`src/inc/ebt_pkg.sv`:
```
// constants shared by the eight-bit timer/counter design
package ebt_pkg;

   // register bus geometry
   localparam int unsigned ADDR_W = 4;
   localparam int unsigned DATA_W = 8;

   // register offsets (byte addresses on the plain port)
   localparam logic [ADDR_W-1:0] OFS_COUNT   = 4'h0;
   localparam logic [ADDR_W-1:0] OFS_CONTROL = 4'h1;
   localparam logic [ADDR_W-1:0] OFS_STATUS  = 4'h2;
   localparam logic [ADDR_W-1:0] OFS_MASK    = 4'h3;

   // control register field positions
   localparam int unsigned CTL_RATE_LSB   = 0;
   localparam int unsigned CTL_RATE_W     = 3;
   localparam int unsigned CTL_BYPASS_BIT = 3;
   localparam int unsigned CTL_EDGE_BIT   = 4;
   localparam int unsigned CTL_SRC_BIT    = 5;
   localparam int unsigned CTL_W          = 6;

   // status and mask field positions
   localparam int unsigned STS_OVF_BIT = 0;
   localparam int unsigned STS_W       = 1;

   // reset values
   localparam logic [DATA_W-1:0] RST_COUNT   = 8'h00;
   localparam logic [CTL_W-1:0]  RST_CONTROL = 6'h3F;
   localparam logic [STS_W-1:0]  RST_STATUS  = 1'h0;
   localparam logic [STS_W-1:0]  RST_MASK    = 1'h0;

   // count register maximum and increment step
   localparam logic [DATA_W-1:0] COUNT_MAX = 8'hFF;
   localparam logic [DATA_W-1:0] COUNT_ONE = 8'h01;

   // prescaler width and increment hold-off after a count write
   localparam int unsigned PRE_W        = 8;
   localparam int unsigned HOLD_CYCLES  = 2;
   localparam int unsigned HOLD_W       = 2;

endpackage : ebt_pkg

```
`src/ebt_timer.sv`:
```
// eight-bit timer/counter with prescaler, overflow interrupt and gate output
//
// Behaviour
// RQ1: an 8-bit count register is readable and writable and works as a timer or a counter.
// RQ2: in timer mode with the prescaler bypassed the count advances every instruction cycle.
// RQ3: with count_source_select cleared the source is the instruction-cycle clock.
// RQ4: a write to the count register holds off incrementing for the next two cycles.
// RQ5: software may preload an offset value to make up for the two-cycle hold-off.
// RQ6: with count_source_select set the count advances once per qualifying external edge.
// RQ7: in counter mode source_edge_select picks rising or falling external edges.
// RQ8: the timer owns a private 8-bit prescaler not shared with any watchdog.
// RQ9: a signal derived from this timer is offered as a gate source to the companion timer.
// RQ10: prescaler_bypass cleared inserts a 1:2 to 1:256 prescaler, set gives 1:1.
// RQ11: a count register write clears the prescaler, which is neither readable nor writable.
// RQ12: every FFh to 00h wrap sets overflow_flag regardless of enable; only software clears it.
// RQ13: the external edge is synchronised to the instruction clock before it advances the count.
// RQ14: source_edge_select set counts falling transitions, cleared counts rising transitions.

`timescale 1ns/1ns
`default_nettype none

module ebt_timer #(
   parameter int unsigned PRE_W = ebt_pkg::PRE_W
) (
   input  wire logic                      clk_i,
   input  wire logic                      rst_n_i,
   input  wire logic [ebt_pkg::ADDR_W-1:0] addr_i,
   input  wire logic [ebt_pkg::DATA_W-1:0] wdata_i,
   input  wire logic                      wr_i,
   input  wire logic                      rd_i,
   output logic      [ebt_pkg::DATA_W-1:0] rdata_o,
   input  wire logic                      external_count_input_i,
   output logic      [ebt_pkg::DATA_W-1:0] count_o,
   output logic                           gate_source_o,
   output logic                           irq_o
);

   // register storage
   logic [ebt_pkg::DATA_W-1:0] count_register_q;
   logic [ebt_pkg::DATA_W-1:0] count_register_d;
   logic [ebt_pkg::CTL_W-1:0]  control_q;
   logic [ebt_pkg::STS_W-1:0]  status_q;
   logic [ebt_pkg::STS_W-1:0]  mask_q;
   logic [ebt_pkg::DATA_W-1:0] rdata_q;
   logic                       rd_valid_q;

   // control fields
   logic                          count_source_select;
   logic                          source_edge_select;
   logic                          prescaler_bypass;
   logic [ebt_pkg::CTL_RATE_W-1:0] prescale_rate_select;

   // bus decode
   logic wr_count;
   logic wr_control;
   logic wr_status;
   logic wr_mask;

   // external input path
   logic ext_meta_q;
   logic ext_sync_q;
   logic ext_prev_q;
   logic ext_rise;
   logic ext_fall;
   logic ext_edge;

   // prescaler and increment path
   logic [PRE_W-1:0]          pre_q;
   logic [PRE_W-1:0]          pre_mask;
   logic                      src_tick;
   logic                      pre_tick;
   logic                      inc_tick;
   logic [ebt_pkg::HOLD_W-1:0] hold_q;
   logic                      wrap;
   logic                      gate_q;

   assign count_source_select  = control_q[ebt_pkg::CTL_SRC_BIT];
   assign source_edge_select   = control_q[ebt_pkg::CTL_EDGE_BIT];
   assign prescaler_bypass     = control_q[ebt_pkg::CTL_BYPASS_BIT];
   assign prescale_rate_select =
      control_q[ebt_pkg::CTL_RATE_LSB +: ebt_pkg::CTL_RATE_W];

   assign wr_count   = wr_i && (addr_i == ebt_pkg::OFS_COUNT);
   assign wr_control = wr_i && (addr_i == ebt_pkg::OFS_CONTROL);
   assign wr_status  = wr_i && (addr_i == ebt_pkg::OFS_STATUS);
   assign wr_mask    = wr_i && (addr_i == ebt_pkg::OFS_MASK);

   // two-stage synchroniser; only the second stage is looked at
   always_ff @(posedge clk_i or negedge rst_n_i)
   begin
      if (!rst_n_i)
      begin
         ext_meta_q <= 1'b0;
         ext_sync_q <= 1'b0;
      end
      else
      begin
         ext_meta_q <= external_count_input_i;
         ext_sync_q <= ext_meta_q; // RQ13
      end
   end

   // previous synchronised level; resets to the synchroniser's own reset
   // level so that no false edge follows reset
   always_ff @(posedge clk_i or negedge rst_n_i)
   begin
      if (!rst_n_i)
      begin
         ext_prev_q <= 1'b0;
      end
      else
      begin
         ext_prev_q <= ext_sync_q;
      end
   end

   // both edges come from the synchronised level, so a change of source_edge_select
   // cannot invent an edge
   assign ext_rise = ext_sync_q && !ext_prev_q;
   assign ext_fall = !ext_sync_q && ext_prev_q;

   always_comb
   begin
      if (source_edge_select)
      begin
         ext_edge = ext_fall; // RQ7 RQ14
      end
      else
      begin
         ext_edge = ext_rise; // RQ7 RQ14
      end
   end

   // source of counting events
   always_comb
   begin
      if (count_source_select)
      begin
         src_tick = ext_edge; // RQ6
      end
      else
      begin
         src_tick = 1'b1; // RQ3
      end
   end

   // ratio 2^(rate+1): tick when the low rate+1 prescaler bits are all ones
   for (genvar gi = 0; gi < PRE_W; gi++)
   begin : g_pre_mask
      assign pre_mask[gi] = (gi <= int'(prescale_rate_select));
   end

   // private prescaler, cleared by any count write and never visible on the bus
   always_ff @(posedge clk_i or negedge rst_n_i)
   begin
      if (!rst_n_i)
      begin
         pre_q <= '0;
      end
      else if (wr_count)
      begin
         pre_q <= '0; // RQ11
      end
      else if (src_tick && !prescaler_bypass)
      begin
         pre_q <= pre_q + 1'b1; // RQ8
      end
   end

   always_comb
   begin
      if (prescaler_bypass)
      begin
         pre_tick = src_tick; // RQ10
      end
      else
      begin
         pre_tick = src_tick && ((pre_q & pre_mask) == pre_mask); // RQ10
      end
   end

   // increment hold-off after a count write; ticks inside the window are lost
   always_ff @(posedge clk_i or negedge rst_n_i)
   begin
      if (!rst_n_i)
      begin
         hold_q <= '0;
      end
      else if (wr_count)
      begin
         hold_q <= ebt_pkg::HOLD_W'(ebt_pkg::HOLD_CYCLES); // RQ4
      end
      else if (hold_q != '0)
      begin
         hold_q <= hold_q - 1'b1;
      end
   end

   always_comb
   begin
      inc_tick = 1'b0;
      if (pre_tick && (hold_q == '0) && !wr_count)
      begin
         inc_tick = 1'b1; // RQ4
      end
   end

   // a wrap is an increment taken while the count stands at its maximum
   always_comb
   begin
      wrap = 1'b0;
      if (inc_tick && (count_register_q == ebt_pkg::COUNT_MAX))
      begin
         wrap = 1'b1; // RQ12
      end
   end

   // count register: a bus write wins over an increment in the same cycle
   always_comb
   begin
      count_register_d = count_register_q;
      if (wr_count)
      begin
         count_register_d = wdata_i; // RQ1
      end
      else if (inc_tick)
      begin
         count_register_d = count_register_q + ebt_pkg::COUNT_ONE; // RQ2
      end
   end

   always_ff @(posedge clk_i or negedge rst_n_i)
   begin
      if (!rst_n_i)
      begin
         count_register_q <= ebt_pkg::RST_COUNT;
      end
      else
      begin
         count_register_q <= count_register_d; // RQ1
      end
   end

   // control register
   always_ff @(posedge clk_i or negedge rst_n_i)
   begin
      if (!rst_n_i)
      begin
         control_q <= ebt_pkg::RST_CONTROL;
      end
      else if (wr_control)
      begin
         control_q <= wdata_i[ebt_pkg::CTL_W-1:0];
      end
   end

   // overflow flag: sticky, write one to clear, a new wrap beats the clear
   always_ff @(posedge clk_i or negedge rst_n_i)
   begin
      if (!rst_n_i)
      begin
         status_q <= ebt_pkg::RST_STATUS;
      end
      else if (wrap)
      begin
         status_q[ebt_pkg::STS_OVF_BIT] <= 1'b1; // RQ12
      end
      else if (wr_status && wdata_i[ebt_pkg::STS_OVF_BIT])
      begin
         status_q[ebt_pkg::STS_OVF_BIT] <= 1'b0; // RQ12
      end
   end

   // overflow interrupt enable
   always_ff @(posedge clk_i or negedge rst_n_i)
   begin
      if (!rst_n_i)
      begin
         mask_q <= ebt_pkg::RST_MASK;
      end
      else if (wr_mask)
      begin
         mask_q <= wdata_i[ebt_pkg::STS_W-1:0];
      end
   end

   // gate source: one-cycle pulse per wrap, registered for the companion timer
   always_ff @(posedge clk_i or negedge rst_n_i)
   begin
      if (!rst_n_i)
      begin
         gate_q <= 1'b0;
      end
      else
      begin
         gate_q <= wrap; // RQ9
      end
   end

   // delayed read strobe marks the only cycle in which read data stand
   always_ff @(posedge clk_i or negedge rst_n_i)
   begin
      if (!rst_n_i)
      begin
         rd_valid_q <= 1'b0;
      end
      else
      begin
         rd_valid_q <= rd_i;
      end
   end

   // read data: unmapped addresses and idle cycles give zero
   always_ff @(posedge clk_i or negedge rst_n_i)
   begin
      if (!rst_n_i)
      begin
         rdata_q <= '0;
      end
      else if (rd_i)
      begin
         unique case (addr_i)
            ebt_pkg::OFS_COUNT:   rdata_q <= count_register_q; // RQ1
            ebt_pkg::OFS_CONTROL: rdata_q <= ebt_pkg::DATA_W'(control_q);
            ebt_pkg::OFS_STATUS:  rdata_q <= ebt_pkg::DATA_W'(status_q);
            ebt_pkg::OFS_MASK:    rdata_q <= ebt_pkg::DATA_W'(mask_q);
            default:              rdata_q <= '0;
         endcase
      end
      else
      begin
         rdata_q <= '0;
      end
   end

   assign rdata_o       = rd_valid_q ? rdata_q : '0;
   assign count_o       = count_register_q;
   assign gate_source_o = gate_q;
   // plain level: it follows the sticky flag and its enable, no edge memory
   assign irq_o         = |(status_q & mask_q);

endmodule : ebt_timer

`default_nettype wire

```
`config.mk`:
```
export PLATFORM = sky130hd
export DESIGN_NAME = ebt_timer
export DESIGN_NICKNAME = d
export VERILOG_FILES = /design/src/inc/ebt_pkg.sv /design/src/ebt_timer.sv
export SDC_FILE = /design/constraint.sdc
export NUM_CORES = 1
export LEC_CHECK = 0
export BUFFER_PORTS_ARGS = -buffer_cell sky130_fd_sc_hd__buf_2
export CORE_ASPECT_RATIO = 2
export CORE_UTILIZATION = 40
export DETAILED_ROUTE_END_ITERATION = 10
export PLACE_DENSITY_LB_ADDON = 0.05
export SETUP_SLACK_MARGIN = 0.3
export SLEW_MARGIN = 20
export SYNTH_ARGS = -nofsm -noshare
export SYNTH_HDL_FRONTEND = slang
export SYNTH_SLANG_ARGS = --single-unit
```
`constraint.sdc`:
```
create_clock -name clk_i -period 1.9 [get_ports clk_i]
set_input_delay 0.57 -clock clk_i [delete_from_list [all_inputs] [get_ports clk_i]]
set_output_delay 0.57 -clock clk_i [all_outputs]
set_load 0.02 [all_outputs]
```
# After elaboration in Yosys (flattened, before gate mapping)
# Cells that the tools add are included.
[word_totals] out_inout_bits=18 in_bits=17 wordCells=68 regBits=39
[classes] muxes=16 addsub=3 n_reduce_logical=23 n_lt_le_gt_ge=7 bitwise_logic=2 n_eq_ne=5
[ops] op="two-way mux 8 bit" count=6
[ops] op="case mux 8 bit (4 select lines)" count=1
[ops] op="adder 8 x 1 -> 8 bit (second input constant)" count=2
[ops] op="less-or-equal comparator 3 bit (first input constant)" count=4
[ops] op="logical AND 1 bit" count=12
[ops] op="nonzero test 2 bit" count=5
[ops] op="AND 8 bit" count=1
[ops] op="== test 4 x 2 -> 1 bit (second input constant)" count=2
[ops] op="== test 8 bit" count=1
[ops] op="== test 8 bit (second input constant)" count=1
[ops] op="two-way mux 1 bit" count=7
[ops] op="less-or-equal comparator 2 x 3 -> 1 bit (first input constant)" count=2
[ops] op="== test 4 x 1 -> 1 bit (second input constant)" count=1
[ops] op="logical NOT 1 bit" count=4
[ops] op="logical NOT 4 bit" count=1
[ops] op="two-way mux 2 bit" count=2
[ops] op="less-or-equal comparator 1 x 3 -> 1 bit (first input constant)" count=1
[ops] op="logical NOT 2 bit" count=1
[ops] op="subtractor 2 x 1 -> 2 bit (second input constant)" count=1
[ops] op="AND 1 bit" count=1

# Logic depth before layout (Yosys ltp)
# Gate-level depths: netlist (run 1).
[logic_depth] depth_word=12 depth_mapped=7 mapped_depth_nobuf=7

# Worst setup path before layout (run 1)
# No wires, ideal clock.
[synth_path] path_kind="register -> register" startpoint="reg control_q[2] (netlist bit)" endpoint="reg count_register_q (netlist bit count_o[6])" n_path_buf=0 t_required_ps=1829 setup_slack_ps=-14 setup_time_ps=71 synth_period_minus_slack_ps=1914 stages_incl_launch_ff=7 arrival_time_ps=1843 path_cell_list="dfstp_2 o41ai_2 nand4_1 a21oi_4 nand3_2 or4_1 nand4_1"
[synth_between] elab_chain_len=9 elab_cells_between_ends=15 cone_classes="order compare (7); eq/ne (1); mux (2); bitwise (1); reduce/logical (4)"
[synth_rtl] element="start: declaration" line_no="ebt_timer.sv:41" source="logic [ebt_pkg::CTL_W-1:0] control_q;"
[synth_rtl] element="start signal: assignment" line_no="ebt_timer.sv:249" source="control_q <= ebt_pkg::RST_CONTROL;"
[synth_rtl] element="start signal: assignment" line_no="ebt_timer.sv:253" source="control_q <= wdata_i[ebt_pkg::CTL_W-1:0];"
[synth_rtl] element="less-or-equal comparator 1 x 3 -> 1 bit, or another cell as far along" line_no="ebt_timer.sv:150" source="assign pre_mask[gi] = (gi <= int'(prescale_rate_select));"
[synth_rtl] element="AND 8 bit" line_no="ebt_timer.sv:178" source="pre_tick = src_tick && ((pre_q & pre_mask) == pre_mask);"
[synth_rtl] element="== test 8 bit *" line_no="ebt_timer.sv:178"
[synth_rtl] element="logical AND 1 bit *" line_no="ebt_timer.sv:178"
[synth_rtl] element="two-way mux 1 bit *" line_no="ebt_timer.sv:172" source="if (prescaler_bypass)"
[synth_rtl] element="logical AND 1 bit * (2 in a row)" line_no="ebt_timer.sv:202" source="if (pre_tick && (hold_q == '0) && !wr_count)"
[synth_rtl] element="two-way mux 1 bit *" line_no="ebt_timer.sv:202"
[synth_rtl] element="nonzero test 2 bit (no source line) *"
[synth_rtl] element="end signal: assignment" line_no="ebt_timer.sv:236" source="count_register_q <= ebt_pkg::RST_COUNT;"
[synth_rtl] element="end signal: assignment" line_no="ebt_timer.sv:240" source="count_register_q <= count_register_d;"
[synth_rtl] element="end: declaration" line_no="ebt_timer.sv:39" source="logic [ebt_pkg::DATA_W-1:0] count_register_q;"
# Every way passes the cells marked *; elsewhere a longest branch is shown, timed or not.
# A chain may end at the register's enable or synchronous reset.

# Final worst setup path (run 1)
[layout_path] startpoint="reg pre_q[0]" endpoint="reg count_register_q (netlist bit count_o[5])"
[layout_between] elab_chain_len=8
[layout_rtl] element="start: declaration" line_no="ebt_timer.sv:68" source="logic [PRE_W-1:0] pre_q;"
[layout_rtl] element="start signal: assignment" line_no="ebt_timer.sv:166" source="pre_q <= pre_q + 1'b1;"
[layout_rtl] element="AND 8 bit" line_no="ebt_timer.sv:178"
[layout_rtl] element="== test 8 bit" line_no="ebt_timer.sv:178"
[layout_rtl] element="logical AND 1 bit" line_no="ebt_timer.sv:178"
[layout_rtl] element="two-way mux 1 bit" line_no="ebt_timer.sv:172"
[layout_rtl] element="logical AND 1 bit (2 in a row)" line_no="ebt_timer.sv:202"
[layout_rtl] element="two-way mux 1 bit" line_no="ebt_timer.sv:202"
[layout_rtl] element="nonzero test 2 bit (no source line)"
# No other way between the ends.

==> impl_metrics.csv, run 1 <==
group,metric,value,unit
sta,fin_crit_sh,1.008,
critical_path,worstPathRequired,2070,ps
power_and_ir_drop,p_int,2.052,mW
layout,area_growth,37.21,%
grt,antenna_found_initial,0,
drt,via_count,1549,
cts,hold_buffers,0,
cts,cts_sinks,39,
grt,grt_pass1_vias,1604,
sta,tightest_slew,420.7,ps
synth,synth_cell_types,35,
sta,fmax,0.5220,GHz
critical_path,arrival,2090,ps
cts,clkLatencyLatePin,290,ps
power_and_ir_drop,power_switching,1.231,mW
floorplanning,start_util,0.4211,
cts,cts_made_buffers,5,
drt,dr.pass1.iters,4,
critical_path,ff2ff_setup_slack,-20,ps
critical_path,reg2reg_from,"pre_q[0]$_DFFE_PN0P_",
cts,htreeDepth,2,
critical_path,r2r_end,"count_o[5]$_DFFE_PN0P_",
power_and_ir_drop,total_power,3.283,mW
cts,root_buffer,"clkbuf_8",
synth,syn_nets,196,
synth,synth_warnings,0,
sta,period_minus_slack,1916,ps
layout,final_common_cell,"buf_2",
drt,drt_iter0_drc,45,
grt,grt.total_usage,0.2059,
floorplanning,die-area,4951,µm²
grt,grt_pass1_wl,7576,µm
placement,portBuffers,34,
synth,synth_area_per_cell,10.59,µm²
cts,cts_buffer_depth,2,
critical_path,start_kind,"register",
critical_path,critPathMaxFanout,7,
layout,drive_above_1_share,0.4268,
sta,finalSetupViolations,2,
power_and_ir_drop,p_per_area,1284,nW/µm²
synth,ys_seq_elements,39,
grt,met2_usage,0.3856,
grt,grt.overflow.total,0,
sta,relSlewSlack,0.7180,
placement,hpwl,3325,µm
drt,remaining_drc_errors,0,
power_and_ir_drop,power_frac_comb,0.390,
sta,finalHoldViolations,0,
power_and_ir_drop,ir_drop,1008,µV
power_and_ir_drop,clkPwrFrac,0.189,
floorplanning,core,4424,µm²
grt,met3_usage,0.04321,
drt,ant_nets,0,
drt,wl,4669,µm
floorplanning,die_h,98.52,µm
synth,yosysSeqAreaShare,0.5279,
layout,final_cell_mix,"buf_2 (34), dfrtp_1 (33), buf_4 (16)",
layout,nNetsFinal,258,
power_and_ir_drop,swShare,0.3749,
sta,grt_setup_unrepaired,"yes",
worst_hold_path,min_path_type,"in2async",
grt,grt_max_degree,35,
placement,place_congestion,0.8380,
status,violations,"negative setup slack",
flow_run,maxCapViolations,0,
grt,use_met1,0.1992,
synth,synthCells,176,
power_and_ir_drop,leakagePower,1.193,nW
floorplanning,rows,34,
cts,cts_tree,"built",
layout,diodes,0,
sta,maxSlewViolCount,0,
grt,grt_busiest_layer,"met2",
drt,viasPerCell,5.287,
floorplanning,io_pins,35,
critical_path,endpoint_kind,"register",
synth,syn_area,1863,µm²
critical_path,r2r_cells,10,
sta,fin_skew,7.828,ps
sta,setup_ws,-15.58,ps
drt,wl_per_cell,15.94,µm
critical_path,crit_type,"reg2reg",
floorplanning,die_w,50.26,µm
placement,dp_slack,-132.7,ps
status,outcome,"finished, violations left",
power_and_ir_drop,seq_power_share,0.421,
cts,clkSlewWorstSetupHoldPaths,80,ps
[power by group through the flow]
stage / combinational (mW) / clock (mW) / sequential, mW
3_5_place_dp: 0.977 / 0 / 1.38
5_1_grt: 1.39 / 0.669 / 1.42
4_1_cts: 1.12 / 0.636 / 1.37
3_3_place_gp: 0.949 / 0 / 1.37
6_report: 1.28 / 0.619 / 1.38
2_1_floorplan: 0.572 / 0 / 1.40
[worst max path at each step]
stage | startpoint | end | slack, ps | cells past startpoint
final | pre_q[0]$_DFFE_PN0P_ | count_o[5]$_DFFE_PN0P_ | -20 | 10
after global routing | pre_q[0]$_DFFE_PN0P_ | count_o[5]$_DFFE_PN0P_ | -100 | 10
after CTS | pre_q[0]$_DFFE_PN0P_ | count_o[6]$_DFFE_PN0P_ | -80 | 7
after detailed placement | control_q[1]$_DFFE_PN1P_ | count_o[6]$_DFFE_PN0P_ | -130 | 6
after global placement | control_q[1]$_DFFE_PN1P_ | count_o[6]$_DFFE_PN0P_ | -80 | 6
after floorplan | control_q[2]$_DFFE_PN1P_ | count_o[6]$_DFFE_PN0P_ | -10 | 6
[metal layers]
| metal | share of wire | up-vias |
|---|---|---|
| met3 | 0.027 | 11 |
| met5 | 0 | - |
| met4 | 0.030 | 0 |
| li1 | - | 735 |
| met2 | 0.58 | 32 |
| met1 | 0.37 | 771 |
[critical path, cell delays in order, from the launching register on]
cell,delay [ps]
dfrtp_1,390
buf_6,120
nand4_1,160
o41ai_4,120
buf_4,160
a221oi_4,250
a21oi_4,110
buf_6,140
nand4_1,100
xor2_1,160
o21ai_1,80
[Yosys cell counts (all sizes together)]
cell / count / area [µm²]
a21o: 1 / 7.510
a21oi: 4 / 31.28
a221oi: 1 / 8.760
a31oi: 1 / 12.51
and2: 11 / 68.82
and3: 4 / 25.02
buf: 1 / 3.750
clkbuf: 2 / 7.510
dfrtp: 33 / 825.8
dfstp: 6 / 157.7
ha: 3 / 37.54
inv: 7 / 26.28
mux2: 5 / 56.30
mux2i: 7 / 70.07
mux4: 1 / 22.52
nand2: 20 / 75.07
nand3: 6 / 35.03
nand3b: 2 / 15.01
nand4: 9 / 56.30
nor2: 16 / 60.06
nor2b: 2 / 12.51
nor3: 1 / 5.000
nor3b: 1 / 12.51
nor4: 1 / 6.260
o211ai: 1 / 7.510
o21ai: 12 / 60.06
o41ai: 1 / 16.27
or3: 3 / 18.77
or3b: 1 / 8.760
or4: 1 / 7.510
xnor2: 4 / 35.03
xor2: 8 / 70.07
[registers in the layout (all words and copies together), names as in the netlist]
name and cells:
rdata_q 8, gate_source_o 1, control_q 6, status_q 1, ext_sync_q 1, rd_valid_q 1, count_o 8, mask_q 1
ext_prev_q 1, ext_meta_q 1, pre_q 8, hold_q 2
[per-stage QoR]
| stage | cell area [µm²] | utilization | cells | hold slack, ps | TNS [ps] |
|---|---|---|---|---|---|
| floorplan | 1881 | - | 176 | 274.4 | -13.94 |
| global placement | 2216 | 0.5008 | 274 | 337.6 | -83.63 |
| detailed placement | 2216 | 0.5008 | 274 | 342.0 | -344.8 |
| CTS | 2441 | 0.5518 | 287 | 101.8 | -163.7 |
| global route | 2556 | 0.5778 | 293 | 102.9 | -463.0 |
| finish | 2556 | 0.5778 | 293 | 105.1 | -24.26 |
[logic make-up (layout without fill, tap and decap cells)]
logic type / count (synthesis) / count (layout) / share of synthesized area
xor gates and xnor gates: 12 / 12 / 0.05641
and+or+nand+nor: 78 / 78 / 0.2183
buffers and inverters: 10 / 73 / 0.02015
AOI/OAI and AO/OA: 21 / 21 / 0.07724
muxes: 13 / 13 / 0.07992
DFF: 39 / 39 / 0.5279
adders and majority gates: 3 / 3 / 0.02015
[what timing repair did]
item / in CTS / in global routing
pin swaps: 13 / 15
setup endpoints to repair: 22 / 23
buffers inserted: 5 / 6
endpoints found under the hold margin: 0 / 0
resized for setup: 19 / 15
[layout make-up]
| type | instances | area, µm² |
|---|---|---|
| fillers | 411 | 1868 |
| multi-input cells | 127 | 989.7 |
| flip-flops and latches | 39 | 983.4 |
| repair buffers | 58 | 389.1 |
| clock buffers | 8 | 100.1 |
| well taps | 54 | 67.56 |
| inverters | 7 | 26.28 |
Power figures use the tool's default switching activity.
==> run 2: changes to the inputs <==
--- a/config.mk
+++ b/config.mk
@@ -6,8 +6,10 @@
 export NUM_CORES = 1
 export LEC_CHECK = 0
 export BUFFER_PORTS_ARGS = -buffer_cell sky130_fd_sc_hd__buf_2
+export CELL_PAD_IN_SITES_DETAIL_PLACEMENT = 0
+export CELL_PAD_IN_SITES_GLOBAL_PLACEMENT = 1
 export CORE_ASPECT_RATIO = 2
-export CORE_UTILIZATION = 40
+export CORE_UTILIZATION = 38
 export DETAILED_ROUTE_END_ITERATION = 10
 export PLACE_DENSITY_LB_ADDON = 0.05
 export SETUP_SLACK_MARGIN = 0.3
==> impl_metrics.csv, run 2 (synthesis results as in run 1) <==
group,metric,value,unit
power_and_ir_drop,power_frac_comb,0.355,
drt,via_count,1498,
grt,antenna_found_initial,0,
sta,fmax,0.5137,GHz
sta,grt_setup_unrepaired,"yes",
sta,fin_crit_sh,1.025,
placement,dp_slack,-65.59,ps
layout,nFillCells,440,
grt,grt_pass1_vias,1576,
layout,drive_above_1_share,0.4328,
grt,grt.total_usage,0.1880,
power_and_ir_drop,seq_power_share,0.405,
cts,cts_sinks,39,
cts,cts_made_buffers,5,
floorplanning,io_pins,35,
critical_path,critPathMaxFanout,4,
drt,remaining_drc_errors,0,
grt,grt_max_degree,40,
drt,dr.pass1.iters,4,
layout,final_cell_mix,"dfrtp_1 (32), buf_2 (26), nand2_1 (18)",
critical_path,arrival,2170,ps
sta,setup_ws,-46.74,ps
drt,viasPerCell,5.113,
sta,relSlewSlack,0.6805,
critical_path,worstPathRequired,2120,ps
cts,htreeDepth,2,
power_and_ir_drop,p_int,2.199,mW
status,outcome,"finished, violations left",
power_and_ir_drop,power_switching,1.174,mW
worst_hold_path,min_path_type,"in2async",
floorplanning,start_util,0.4013,
floorplanning,core,4642,µm²
cts,cts_tree,"built",
critical_path,endpoint_kind,"register",
floorplanning,die-area,5204,µm²
status,violations,"negative setup slack",
power_and_ir_drop,swShare,0.3480,
layout,multi_input_area,969.7,µm²
drt,ant_nets,0,
sta,tightest_slew,479.2,ps
floorplanning,die_w,51.51,µm
sta,fin_skew,5.080,ps
cts,clkSlewWorstSetupHoldPaths,80,ps
floorplanning,die_h,101.0,µm
critical_path,crit_type,"reg2reg",
power_and_ir_drop,clkPwrFrac,0.240,
layout,regArea,984.7,µm²
critical_path,start_kind,"register",
cts,root_buffer,"clkbuf_8",
layout,nNetsFinal,257,
cts,clkLatencyLatePin,290,ps
power_and_ir_drop,total_power,3.373,mW
placement,place_congestion,0.8003,
flow_run,maxCapViolations,0,
floorplanning,rows,35,
drt,wl_per_cell,15.02,µm
sta,finalSetupViolations,2,
drt,wl,4402,µm
placement,portBuffers,34,
layout,final_common_cell,"dfrtp_1",
layout,final_core_util,0.5596,
grt,grt_pass1_wl,7162,µm
placement,hpwl,3213,µm
power_and_ir_drop,p_per_area,1298,nW/µm²
cts,cts_buffer_depth,2,
layout,diodes,0,
sta,maxSlewViolCount,0,
sta,period_minus_slack,1947,ps
cts,hold_buffers,0,
sta,finalHoldViolations,0,
power_and_ir_drop,leakagePower,1.204,nW
layout,area_growth,39.42,%
power_and_ir_drop,ir_drop,879.5,µV
grt,grt.overflow.total,0,
drt,drt_iter0_drc,21,
[run 2: cell types whose count changed in the layout (fill, tap and decap cells not counted), sizes merged]
cell,previous run,this run
buf,58,57
bufinv,0,2
clkbuf,8,6
[run 2: repair_timing]
action	4_1_cts	5_1_grt
pin swaps	11	16
setup buffers	5	4
endpoints found under the setup margin	23	26
resized for setup	34	14
[run 2: worst paths after layout]
check	startpoint	endpoint	slack (ps)	depth (start not counted)
hold / removal	rst_n_i	rdata_q[0]$_DFF_PN0_	320	2
setup / recovery	pre_q[0]$_DFFE_PN0P_	count_o[6]$_DFFE_PN0P_	-50	7
setup reg to reg	pre_q[0]$_DFFE_PN0P_	count_o[6]$_DFFE_PN0P_	-50	7
max in group asynchronous	rst_n_i	control_q[4]$_DFFE_PN1P_	1220	2
hold reg to reg	ext_meta_q$_DFF_PN0_	ext_sync_q$_DFF_PN0_	350	0
min in group clk_i	ext_meta_q$_DFF_PN0_	ext_sync_q$_DFF_PN0_	350	0
[run 2: worst max-delay path: stages (launching register included)]
cell	delay, ps
dfrtp_1	410
inv_2	70
o41ai_4	370
nand4_1	210
a21oi_4	200
nand3_2	110
or4_4	430
nand4_1	80
[run 2: per-stage QoR]
| stage | instances | setup TNS, ps | hold WS, ps | instance area [µm²] |
|---|---|---|---|---|
| floorplan | 176 | -13.94 | 274.4 | 1881 |
| global placement | 276 | -37.00 | 338.1 | 2212 |
| CTS | 289 | -104.1 | 339.5 | 2507 |
| global route | 293 | -733.3 | 363.2 | 2597 |
| detailed placement | 276 | -81.60 | 341.1 | 2212 |
| finish | 293 | -48.49 | 321.8 | 2597 |
[run 2: final cells by class]
type | count | share of cell area
Timing Repair Buffer | 57 | 0.1599
Sequential cell | 39 | 0.3791
Clock inverter | 2 | 0.02312
Clock buffer | 6 | 0.02794
Inverter | 7 | 0.01012
Multi-Input combinational cell | 127 | 0.3733
Tap cell | 55 | 0.02649
[run 2: layer usage]
metal  routed length, µm  vias up  global-route usage
li1                    -      730                   -
met1                1657      733              0.1979
met2                2577       30              0.3576
met3                  91        5             0.02715
met4                  76        0             0.07069
met5                   0        -                   0
[run 2: power by group through the flow]
stage / sequential [mW] / combinational (mW) / clock, mW
6_report: 1.37 / 1.20 / 0.810
5_1_grt: 1.40 / 1.31 / 0.863
4_1_cts: 1.36 / 1.07 / 0.839
3_5_place_dp: 1.38 / 0.995 / 0
3_3_place_gp: 1.37 / 0.964 / 0
2_1_floorplan: 1.40 / 0.572 / 0
